`config.mk`:
```
export PLATFORM = sky130hd
export DESIGN_NAME = centrifuge_safety_interlock_ctrl
export DESIGN_NICKNAME = d
export VERILOG_FILES = /design/src/hdl/link_checker.v /design/src/hdl/centrifuge_safety_interlock_ctrl.v
export VERILOG_INCLUDE_DIRS = /design/src /design/src/common
export SDC_FILE = /design/constraint.sdc
export NUM_CORES = 2
export LEC_CHECK = 0
export ABC_AREA = 1
export BUFFER_PORTS_ARGS = -buffer_cell sky130_fd_sc_hd__buf_4
export CAP_MARGIN = 20
export CORE_ASPECT_RATIO = 2
export CORE_UTILIZATION = 35
export CTS_CLUSTER_DIAMETER = 40
export DETAILED_ROUTE_END_ITERATION = 16
export GPL_TIMING_DRIVEN = 1
export PLACE_DENSITY = 0.55
export SYNTH_ARGS = -nofsm -noshare
export SYNTH_HDL_FRONTEND = slang
export SYNTH_SLANG_ARGS = --single-unit
```
`constraint.sdc`:
```
create_clock -name clk -period 6.5 [get_ports clk]
set_input_delay 0.975 -clock clk [delete_from_list [all_inputs] [get_ports clk]]
set_output_delay 0.975 -clock clk [all_outputs]
set_load 0.01 [all_outputs]
```
`src/common/interlock_defines.vh`:
```
`ifndef INTERLOCK_DEFINES_VH
`define INTERLOCK_DEFINES_VH
// clock rate
`define CLK_HZ              20000000
// standby cooling duty cycle, printed in minutes
`define COOL_ON_MIN         2
`define COOL_OFF_MIN        3
`define COOL_ON_CYC         (`COOL_ON_MIN * 60 * `CLK_HZ)
`define COOL_OFF_CYC        (`COOL_OFF_MIN * 60 * `CLK_HZ)
// cooling enabled only below this setpoint, degrees C
`define COOL_LIMIT_DEGC     8'h14
// pulses per revolution
`define TOP_PPR             4'h6
`define BOTTOM_PPR          4'h1
// seconds per minute, for rpm
`define SEC_PER_MIN         16'h3c
// overspeed error code 61.19 as two bcd bytes
`define ERR_OVERSPEED       16'h6119
`define ERR_NONE            16'h0000
// program store
`define PROG_COUNT          99
`define PROG_AW             7
// standstill timeout default, cycles (one second)
`define STANDSTILL_CYC      20000000
// heartbeat loss timeout default, cycles
`define HEARTBEAT_CYC       200000
// consecutive bad check sums before link fault
`define LINK_FAIL_MAX       4'h3
// green flash half period, cycles
`define FLASH_CYC           5000000
// run states, one hot
`define ST_IDLE             5'h01
`define ST_RUNUP            5'h02
`define ST_SPIN             5'h04
`define ST_BRAKE            5'h08
`define ST_FAULT            5'h10
`endif

```
`src/hdl/link_checker.v`:
```
`timescale 1ns/1ns
`default_nettype none
`include "interlock_defines.vh"
// ************************************************************
// message check sum and peer supervision
// ************************************************************
module link_checker #(
  parameter integer heartbeat_cyc = `HEARTBEAT_CYC
) (
  input  wire        clk,
  input  wire        rst,
  input  wire        msg_valid,
  input  wire [31:0] msg_data,
  input  wire [7:0]  msg_sum,
  input  wire [3:0]  fail_limit,
  output reg         msg_good,
  output reg         link_fault,
  output reg         peer_dead
);
  reg  [3:0]  fail_count;
  reg  [31:0] silent;
  wire [7:0]  sum_calc = msg_data[31:24] + msg_data[23:16] + msg_data[15:8] + msg_data[7:0];
  wire        sum_ok   = (sum_calc == msg_sum); // RULE20
  // check sum verify and consecutive failure count
  always @(posedge clk) begin
    if (rst) begin
      fail_count <= 4'h0;
      link_fault <= 1'b0;
      msg_good   <= 1'b0;
    end else begin
      msg_good <= msg_valid & sum_ok; // RULE24
      if (msg_valid & sum_ok) begin
        fail_count <= 4'h0;
      end else if (msg_valid & (fail_count != 4'hf)) begin
        fail_count <= fail_count + 4'h1;
      end
      if (msg_valid & ~sum_ok & (fail_count + 4'h1 >= fail_limit)) begin
        link_fault <= 1'b1; // RULE24
      end
    end
  end
  // peer supervision: good messages act as heartbeat
  always @(posedge clk) begin
    if (rst) begin
      silent    <= 32'h0;
      peer_dead <= 1'b0;
    end else if (msg_valid & sum_ok) begin
      silent <= 32'h0;
    end else if (silent >= heartbeat_cyc - 1) begin
      peer_dead <= 1'b1; // RULE19
    end else begin
      silent <= silent + 32'h1;
    end
  end
endmodule // link_checker
`default_nettype wire

```
`src/hdl/centrifuge_safety_interlock_ctrl.v`:
```
`timescale 1ns/1ns
`default_nettype none
`include "interlock_defines.vh"
// How it works
// RULE1: lid unlock only at rotor standstill
// RULE2: release key drives lid actuator open
// RULE3: lock needs both contacts, position, standstill
// RULE4: run start refused unless lid closed
// RULE5: imbalance evaluated only in running states
// RULE6: imbalance stops drive, brakes rotor
// RULE7: overspeed stops drive, reports code 61.19
// RULE8: speed from top sensor, six pulses
// RULE9: bottom sensor pulse qualifies lid release
// RULE10: standby cooling only if setpoint below 20C
// RULE11: compressor two minutes on, three off
// RULE12: lid open switches cooling off
// RULE13: chamber overtemperature switch stops drive
// RULE14: motor overtemperature switch stops drive
// RULE15: fan speed follows condenser temperature
// RULE16: green steady normally, flashing on error
// RULE17: yellow lit while everything is fine
// RULE18: any drive error stops the motor
// RULE19: lost peer stops the drive
// RULE20: link messages carry verified check sum
// RULE21: safety contacts are break contacts
// RULE22: storage for 99 run programs
// RULE23: standstill after pulse-free timeout
// RULE24: bad sums ignored, fault after limit
module centrifuge_safety_interlock_ctrl #(
  parameter integer standstill_cyc = `STANDSTILL_CYC,
  parameter integer cool_on_cyc    = `COOL_ON_CYC,
  parameter integer cool_off_cyc   = `COOL_OFF_CYC,
  parameter integer flash_cyc      = `FLASH_CYC,
  parameter integer heartbeat_cyc  = `HEARTBEAT_CYC
) (
  input  wire        clk,
  input  wire        rst,
  input  wire        left_lid_contact,
  input  wire        right_lid_contact,
  input  wire        lid_opened_position_contact,
  input  wire        top_tacho_sensor,
  input  wire        bottom_tacho_sensor,
  input  wire        imbalance_sensor,
  input  wire        chamber_overtemp_ok,
  input  wire        motor_overtemp_ok,
  input  wire [7:0]  chamber_temp_sensor,
  input  wire [7:0]  condenser_temp_sensor,
  input  wire [7:0]  temp_setpoint,
  input  wire [15:0] speed_limit,
  input  wire [3:0]  rotor_code_in,
  input  wire        lid_release_key,
  input  wire        start_key,
  input  wire        stop_key,
  input  wire        drive_error,
  input  wire        msg_valid,
  input  wire [31:0] msg_data,
  input  wire [7:0]  msg_sum,
  input  wire [3:0]  link_fail_limit,
  input  wire        prog_we,
  input  wire [6:0]  prog_addr,
  input  wire [31:0] prog_wdata,
  output reg  [31:0] prog_rdata,
  output reg         lid_lock_actuator,
  output reg         lid_open_drive,
  output reg         drive_motor,
  output reg         drive_brake,
  output reg         compressor,
  output reg  [7:0]  condenser_fan,
  output reg         green_led,
  output reg         yellow_led,
  output reg  [15:0] error_code,
  output reg  [15:0] rotor_speed,
  output reg  [3:0]  rotor_code,
  output reg         standstill,
  output reg  [4:0]  run_state
);
  // ************************************************************
  // input conditioning
  // ************************************************************
  // break contacts: an open wire reads as actuated, lid open or overtemperature trip
  wire lid_closed   = left_lid_contact & right_lid_contact; // RULE21
  wire chamber_trip = ~chamber_overtemp_ok; // RULE21
  wire motor_trip   = ~motor_overtemp_ok; // RULE21
  reg  top_d;
  reg  bot_d;
  wire top_edge = top_tacho_sensor & ~top_d;
  wire bot_edge = bottom_tacho_sensor & ~bot_d;
  always @(posedge clk) begin
    if (rst) begin
      top_d <= 1'b0;
      bot_d <= 1'b0;
    end else begin
      top_d <= top_tacho_sensor;
      bot_d <= bottom_tacho_sensor;
    end
  end
  // ************************************************************
  // standstill detect
  // ************************************************************
  reg [31:0] quiet_count;
  reg [31:0] bot_quiet;
  reg        bottom_still;
  always @(posedge clk) begin
    if (rst) begin
      quiet_count  <= 32'h0;
      bot_quiet    <= 32'h0;
      standstill   <= 1'b0;
      bottom_still <= 1'b0;
    end else begin
      if (top_edge | bot_edge) begin
        quiet_count <= 32'h0; // RULE23
        standstill  <= 1'b0;
      end else if (quiet_count >= standstill_cyc - 1) begin
        standstill <= 1'b1; // RULE23
      end else begin
        quiet_count <= quiet_count + 32'h1;
      end
      if (bot_edge) begin
        bot_quiet    <= 32'h0; // RULE9
        bottom_still <= 1'b0;
      end else if (bot_quiet >= standstill_cyc - 1) begin
        bottom_still <= 1'b1; // RULE9
      end else begin
        bot_quiet <= bot_quiet + 32'h1;
      end
    end
  end
  // ************************************************************
  // speed measure from top tacho: pulses per second / 6 * 60 = rpm
  // ************************************************************
  reg [31:0] gate_count;
  reg [15:0] pulse_count;
  always @(posedge clk) begin
    if (rst) begin
      gate_count  <= 32'h0;
      pulse_count <= 16'h0;
      rotor_speed <= 16'h0;
      rotor_code  <= 4'h0;
    end else begin
      if (gate_count >= `CLK_HZ - 1) begin
        gate_count  <= 32'h0;
        pulse_count <= 16'h0;
        // rpm = pulses per second * 60 / pulses per revolution
        rotor_speed <= (pulse_count * `SEC_PER_MIN) / {12'h0, `TOP_PPR}; // RULE8
      end else begin
        gate_count <= gate_count + 32'h1;
        if (top_edge) begin
          pulse_count <= pulse_count + 16'h1; // RULE8
        end
      end
      // rotor code latched from rotor_code_in at the first top pulse after standstill
      if (top_edge & standstill) begin
        rotor_code <= rotor_code_in; // RULE8
      end
    end
  end
  // ************************************************************
  // link supervision
  // ************************************************************
  wire link_fault;
  wire peer_dead;
  link_checker #(.heartbeat_cyc(heartbeat_cyc)) u_link (
    .clk        (clk),
    .rst        (rst),
    .msg_valid  (msg_valid),
    .msg_data   (msg_data),
    .msg_sum    (msg_sum),
    .fail_limit (link_fail_limit),
    .msg_good   (),
    .link_fault (link_fault),
    .peer_dead  (peer_dead)
  );
  // ************************************************************
  // run state machine and drive shutdown
  // ************************************************************
  wire running   = run_state[1] | run_state[2] | run_state[3];
  wire imbalance = imbalance_sensor & running; // RULE5
  wire overspeed = running & (rotor_speed > speed_limit); // RULE7
  wire hard_trip = chamber_trip | motor_trip | drive_error | peer_dead | link_fault | overspeed;
  reg  [4:0] next_state;
  always @* begin
    next_state = run_state;
    case (run_state)
      `ST_IDLE: begin
        if (start_key & lid_closed & ~hard_trip) begin
          next_state = `ST_RUNUP; // RULE4
        end
      end
      `ST_RUNUP: begin
        if (hard_trip) begin
          next_state = `ST_FAULT;
        end else if (imbalance | stop_key | ~lid_closed) begin
          next_state = `ST_BRAKE; // RULE6
        end else if (rotor_speed >= speed_limit) begin
          next_state = `ST_SPIN;
        end
      end
      `ST_SPIN: begin
        if (hard_trip) begin
          next_state = `ST_FAULT;
        end else if (imbalance | stop_key | ~lid_closed) begin
          next_state = `ST_BRAKE; // RULE6
        end
      end
      `ST_BRAKE: begin
        if (hard_trip) begin
          next_state = `ST_FAULT;
        end else if (standstill) begin
          next_state = `ST_IDLE;
        end
      end
      `ST_FAULT: begin
        if (~hard_trip & standstill & stop_key) begin
          next_state = `ST_IDLE;
        end
      end
      default: next_state = `ST_IDLE;
    endcase
  end
  always @(posedge clk) begin
    if (rst) begin
      run_state   <= `ST_IDLE;
      drive_motor <= 1'b0;
      drive_brake <= 1'b0;
      error_code  <= `ERR_NONE;
    end else begin
      run_state   <= next_state;
      // motor off whenever not accelerating or holding speed
      drive_motor <= (next_state == `ST_RUNUP) | (next_state == `ST_SPIN); // RULE13 RULE14 RULE18 RULE19
      drive_brake <= (next_state == `ST_BRAKE); // RULE6
      if (overspeed) begin
        error_code <= `ERR_OVERSPEED; // RULE7
      end else if ((run_state == `ST_FAULT) & (next_state == `ST_IDLE)) begin
        error_code <= `ERR_NONE;
      end
    end
  end
  // ************************************************************
  // lid lock
  // ************************************************************
  always @(posedge clk) begin
    if (rst) begin
      lid_lock_actuator <= 1'b0;
      lid_open_drive    <= 1'b0;
    end else begin
      if (lid_release_key & standstill & bottom_still & ~running) begin
        lid_lock_actuator <= 1'b0; // RULE1
        lid_open_drive    <= 1'b1; // RULE2
      end else if (lid_closed & lid_opened_position_contact & standstill) begin
        lid_lock_actuator <= 1'b1; // RULE3
        lid_open_drive    <= 1'b0;
      end else begin
        lid_open_drive <= 1'b0;
      end
    end
  end
  // ************************************************************
  // standby cooling and condenser fan
  // ************************************************************
  reg [31:0] cool_count;
  reg        cool_phase;
  wire       cool_allow = standstill & lid_closed & (temp_setpoint < `COOL_LIMIT_DEGC); // RULE10
  always @(posedge clk) begin
    if (rst) begin
      cool_count <= 32'h0;
      cool_phase <= 1'b1;
      compressor <= 1'b0;
    end else if (~cool_allow | ~lid_closed) begin
      cool_count <= 32'h0; // RULE12
      cool_phase <= 1'b1;
      compressor <= 1'b0; // RULE12
    end else begin
      compressor <= cool_phase & (chamber_temp_sensor > temp_setpoint);
      if (cool_phase & (cool_count >= cool_on_cyc - 1)) begin
        cool_phase <= 1'b0; // RULE11
        cool_count <= 32'h0;
      end else if (~cool_phase & (cool_count >= cool_off_cyc - 1)) begin
        cool_phase <= 1'b1; // RULE11
        cool_count <= 32'h0;
      end else begin
        cool_count <= cool_count + 32'h1;
      end
    end
  end
  // fan duty tracks condenser temperature while compressor runs
  always @(posedge clk) begin
    if (rst) begin
      condenser_fan <= 8'h00;
    end else begin
      condenser_fan <= compressor ? condenser_temp_sensor : 8'h00; // RULE15
    end
  end
  // ************************************************************
  // status leds
  // ************************************************************
  reg [31:0] flash_count;
  reg        flash;
  wire       any_error = (run_state == `ST_FAULT) | hard_trip;
  always @(posedge clk) begin
    if (rst) begin
      flash_count <= 32'h0;
      flash       <= 1'b0;
      green_led   <= 1'b0;
      yellow_led  <= 1'b0;
    end else begin
      if (flash_count >= flash_cyc - 1) begin
        flash_count <= 32'h0;
        flash       <= ~flash;
      end else begin
        flash_count <= flash_count + 32'h1;
      end
      green_led  <= any_error ? flash : 1'b1; // RULE16
      yellow_led <= ~any_error & ~imbalance; // RULE17
    end
  end
  // ************************************************************
  // run program store
  // ************************************************************
  reg [31:0] prog_mem [0:`PROG_COUNT-1];
  always @(posedge clk) begin
    if (prog_we & (prog_addr < `PROG_COUNT)) begin
      prog_mem[prog_addr] <= prog_wdata; // RULE22
    end
    if (rst) begin
      prog_rdata <= 32'h0;
    end else begin
      prog_rdata <= (prog_addr < `PROG_COUNT) ? prog_mem[prog_addr] : 32'h0;
    end
  end
endmodule // centrifuge_safety_interlock_ctrl
`default_nettype wire

```
* Yosys cells after proc, flatten, opt, wreduce, memory -nomap -nowiden
Memory sizes are Yosys's and may differ from the RTL's. A register that Yosys moved wholly into a read port is not among the register bits.
Cells that the tools add are included.
** Word-level totals
- Bits in registers :: 266
- Memory bits (writable) :: 3168
- Bits of input ports :: 143
- Output and inout bits :: 89
- Word-level logic and storage cells :: 153
- Memories :: 1
** Memory list
- prog_mem :: depth 99, width 32, read ports 1, clocked after Yosys merged registers in 1, write ports 1, line centrifuge_safety_interlock_ctrl.v:319 : reg [31:0] prog_mem [0:`PROG_COUNT-1];
** Operators by class
- $add $sub $neg :: 11
- $mul :: 1
- Div/mod/pow operators :: 1
- Order comparisons :: 13
- Equality and inequality tests :: 11
- Muxes and demuxes :: 18
- Bitwise operators :: 56
- Reductions and logical operators :: 13
** Operators by type and width (count)
- adder 32 x 1 -> 32 bit (second input constant) :: 6
- greater-or-equal comparator 32 x 25 -> 1 bit (second input constant) :: 3
- greater-or-equal comparator 32 bit (second input constant) :: 2
- two-way mux 5 bit :: 9
- greater-or-equal comparator 32 x 18 -> 1 bit (second input constant) :: 1
- greater-or-equal comparator 32 x 23 -> 1 bit (second input constant) :: 1
- two-way mux 15 bit :: 2
- bitwise AND 1 bit :: 27
- case mux 5 bit (5 select lines) :: 1
- adder 8 bit :: 3
- OR reduction 2 bit :: 9
- adder 16 x 1 -> 16 bit (second input constant) :: 1
- divider 16 x 3 -> 16 bit (second input constant) :: 1
- greater-or-equal comparator 16 bit :: 1
- > comparator 16 bit :: 1
- multiplier 16 x 4 -> 14 bit (second input constant) :: 1
- NOT 1 bit :: 16
- OR 1 bit :: 13
- == test 5 x 1 -> 1 bit (second input constant) :: 2
- == test 5 x 2 -> 1 bit (second input constant) :: 2
- == test 5 x 3 -> 1 bit (second input constant) :: 2
- == test 5 x 4 -> 1 bit (second input constant) :: 2
- == test 8 bit :: 1
- > comparator 8 bit :: 1
- other kinds (10) :: 16

* Depth between registers and ports, before layout
- Depth after elaboration :: 15
- Mapped depth :: 55
- Gate-level depth less buffers :: 55

* By module
From an unflattened synthesis, not the netlist that was laid out.
** Second synthesis, totals
- Cell total of the unflattened synthesis :: 8866
- Area total of the unflattened synthesis :: 130820.5 µm²
** Modules (own cells, without submodules)
- centrifuge_safety_interlock_ctrl :: instances 1, cells an instance 8442, area each 127868.9 µm², sequential area each 100156.1 µm²
- link_checker :: instances 1, cells an instance 424, area each 2951.6 µm², sequential area each 780.7 µm²

* Worst setup path after synthesis
Ideal clock, no wire load.
- Kind :: reg2reg
- From :: register pulse_count[6]
- To :: register rotor_speed[0]
- Library setup time :: 0.119 ns
- Data arrival time :: 5.632 ns
- Data required time :: 6.381 ns
- Path slack :: 0.749 ns
- Stages on the path, launching flop included :: 49
- Path buffers :: 0
- Period minus slack after synthesis :: 5.751 ns
- Cells stage by stage :: dfxtp_1 inv_1 fa_1 fa_1 inv_1 ha_1 nand2_1 inv_1 nand2_1 nand2_1 nand2_1 nand2_1 nor2_1 nand2_1 nand2_1 nand2_1 o21ai_2 nand2_2 [13 not listed] nand2_1 o21ai_1 nand2_1 o21ai_1 inv_1 o31ai_1 nand2_1 nand2_2 nand2_1 nand2_1 inv_2 ha_1 inv_1 nand3_1 nand2_1 nand2_1 nor2_1 a21oi_1
** On the way
- Longest elaborated chain between the ends :: 2
** Ends and longest elaborated chain
- from (decl) :: line centrifuge_safety_interlock_ctrl.v:132 : reg [15:0] pulse_count;
- from (signal assigned) :: line centrifuge_safety_interlock_ctrl.v:148 : pulse_count <= pulse_count + 16'h1;
- multiplier 16 x 4 -> 14 bit (no line)
- divider 16 x 3 -> 16 bit :: line centrifuge_safety_interlock_ctrl.v:144 : rotor_speed <= (pulse_count * `SEC_PER_MIN) / {12'h0, `TOP_PPR};
- to (signal assigned) :: line centrifuge_safety_interlock_ctrl.v:144
- to (decl) :: line centrifuge_safety_interlock_ctrl.v:72 : output reg [15:0] rotor_speed,
Every way passes these cells.
A chain may end at the register's enable or synchronous reset.

* Worst setup path in the final report
- From :: register pulse_count[8]
- To :: register rotor_speed[0]
The elaborated chain is that of the path after synthesis.

==> results.yml <==
synth:
  avgSynthCellArea_um2: 14.94
  netlist_instances: 8701
  async_flop_share_pct: 0
  synth-edff-count: 3168
  synth.distinct_cells: 52
  ys_seq_area_share_pct: 77.64
  netlist_area_mm2: 0.1300
  synth_seq_cells: 3457
  synth_top_flop_cell: "edfxtp_1"
  ys_warn_count: 0
timing:
  skew_ns: 0.05443
  slew_viol_final: 0
  fin_crit_sh_pct: 93.96
  setup_viol: 0
  worstMarginPinSlew_ns: 1.259
  rsz0062_at_grt: "true"
  slew_headroom_pct: 16.04
  finalCriticalPeriod_ns: 6.107
  timing.fmax_mhz: 163.7
  final_hold_viol_count: 0
  worst_slack_ns: 0.3925
status:
  outcome: "completed"
placed_design:
  pre_cts_slack_ns: 0.1952
  gp_congestion: 0.9062
  hpwl_mm: 269.6
  io_buffers: 219
  place_area_mm2: 0.1409
drt:
  initialDrtViolationCount: 8540
  drc: 0
  antenna_left: 0
  viasPerCell: 5.637
  drt_wl_total_mm: 440.2
  num_vias: 81162
  dr.pass1.iters: 6
  avgRoutedWirePerCell_um: 30.57
critical_path:
  cp-start-kind: "flop"
  worst-path-max-fanout: 5
  path_class: "flop to flop"
  worstPathRequired_ns: 7.29
  slowest_delay_ns: 0.52
  cpMostUsedCell: "nand2_2"
  worstPathArrival_ns: 6.89
  endpoint_kind: "flop"
  slowest_stage: "fa_1"
flow_run:
  cap_violations: 0
clock_tree:
  htreeDepth: 5
  clockBufferDepth: 4
  cts_buffers: 305
  cts-root-buf: "clkbuf_16"
  clkSlewWorstSetupHoldPaths_ns: 0.06
  clock-sinks: 3457
  postCtsHoldBufs: 0
  clk_latency_ns: 0.92
  cts_tree: "yes"
power_and_ir_drop:
  finalPower_mw: 45.40
  p_per_area_mw_per_mm2: 299.9
  peakVddDrop_mv: 0.2261
  power_leakage_nw: 48.85
floorplan:
  die_y_um: 863.8
  initial_core_util_pct: 35.16
  std_cell_rows: 316
  io_pins: 232
  core_area_mm2: 0.3697
  fp.dieW_um: 432.9
  dieArea_mm2: 0.3740
worst_hold_path:
  holdCritPathClass: "input pin to flop"
finish:
  design_area_mm2: 0.1514
  nNetsFinal: 9461
  drive_gt1_share_pct: 14.19
  syn_to_final_growth_pct: 16.46
grt:
  grt_pass1_vias: 79994
  antenna_found_initial: 47
  grt_overflow: 0
  grt_max_degree: 91
  track_usage_pct: 22.91
  grt_first_pass_wirelength_mm: 608.8
what timing repair did:
item | CTS | global route
endpoints found under the hold margin | 0 | 0
setup endpoints to repair | 0 | 2
setup buffers | 0 | 10
resized for setup | 0 | 102
sequential cells by signal (all words and copies together), names as in the netlist, 4 cells and up:
| name | flops |
|---|---|
| rotor_speed | 14 |
| u_link.silent | 32 |
| u_link.fail_count | 4 |
| condenser_fan | 8 |
| cool_count | 32 |
| run_state | 5 |
| prog_mem | 3168 |
| rotor_code | 4 |
| flash_count | 32 |
| quiet_count | 32 |
| prog_rdata | 32 |
| pulse_count | 14 |
| gate_count | 32 |
| bot_quiet | 32 |
final cells by class:
class                      instances  area (µm²)
clock buffer                     375        8154
tap                             4929        6167
antenna                           17       42.54
inverter                         394        1480
sequential                      3457      100900
timing repair buffer             628        5563
multi-input combinational       4430       27230
clock inverter                   167        1815
fill                           33483      218300
cells by family (layout without fill, tap and decap cells):
group | Yosys count | count (layout) | synth area share, %
buf+inv | 841 | 1564 | 2.478
other cells | 1 | 45 | 0.002885
flops | 3457 | 3457 | 77.64
compound gates | 1631 | 1631 | 9.532
simple gates | 2611 | 2611 | 8.768
xor+xnor | 58 | 58 | 0.3966
fa+ha+maj | 102 | 102 | 1.184
critical path, delay by kind of cell (launching register included):
kind,cells,cell delay (ns)
adders and majority gates,4,1.46
AOI/OAI and AO/OA,4,0.40
buffers and inverters,10,0.82
DFF,1,0.32
and+or+nand+nor,33,2.97
per-layer routing:
metal  global-route usage (%)  vias to the layer above  routed length [µm]
met4                    17.16                       18               38050
met2                    39.97                     3757              221500
met5                        0                        -                 115
li1                         -                    34456                   -
met1                    25.22                    41967              150500
met3                    3.124                      964               30000
path summary, 6_finish.rpt:
path,start,endpoint,slack (ns),depth (start not counted)
worst max-delay path,pulse_count[8],rotor_speed[0],0.39,51
worst min-delay path,condenser_temp_sensor[0],condenser_fan[0],0.29,3
worst max register to register,pulse_count[8],rotor_speed[0],0.39,51
worst min register to register,u_link.silent[22],u_link.silent[22],0.43,2
per-stage QoR:
stage	hold slack, ns	instances	setup TNS [ns]	utilization, %
floorplan	0.4080	8728	0	-
global placement	0.4147	13827	-0.01727	38.10
detailed placement	0.4232	13828	0	38.10
CTS	0.2211	14370	0	40.80
global route	0.2658	14382	-0.1241	40.94
finish	0.2888	14397	0	40.95
cell usage after synthesis (24+ instances only):
cell / count / area share [%]
o21ai_0: 120 / 0.46
nor4_1: 24 / 0.12
nand3_1: 180 / 0.69
nand2_1: 1525 / 4.4
ha_1: 67 / 0.64
a41oi_1: 31 / 0.21
buf_1: 104 / 0.30
fa_1: 35 / 0.54
o2111ai_1: 24 / 0.16
edfxtp_1: 3168 / 73
nor2_1: 359 / 1.0
xor2_1: 43 / 0.29
nand4_1: 369 / 1.8
inv_1: 378 / 1.1
nor3b_1: 33 / 0.19
a31oi_1: 43 / 0.21
a221oi_1: 409 / 2.8
clkbuf_1: 326 / 0.94
a22o_1: 295 / 2.0
dfxtp_1: 289 / 4.5
a21oi_1: 185 / 0.71
a22oi_1: 460 / 2.7
nor3_1: 70 / 0.27
power by group:
part           leakage, nW  switching, mW  internal (mW)
logic                 13.2           1.86          0.606
registers             30.8         0.0464           24.3
clock network         4.82           8.35           10.2
total                 48.9           10.3           35.2
layout by cell type, fill, tap and decap left out, drive strengths merged, types with 35 or more instances in the layout:
| master | count |
|---|---|
| buf | 627 |
| nor3 | 70 |
| inv | 404 |
| ha | 67 |
| fa | 35 |
| nand4 | 369 |
| dfxtp | 289 |
| a21oi | 185 |
| a221oi | 409 |
| clkinv | 108 |
| edfxtp | 3168 |
| o21ai | 131 |
| xor2 | 44 |
| a31oi | 43 |
| a22oi | 460 |
| clkbuf | 375 |
| nand2 | 1540 |
| nand3 | 190 |
| a22o | 295 |
| nor2 | 363 |
(Power assumes the default switching activity.)
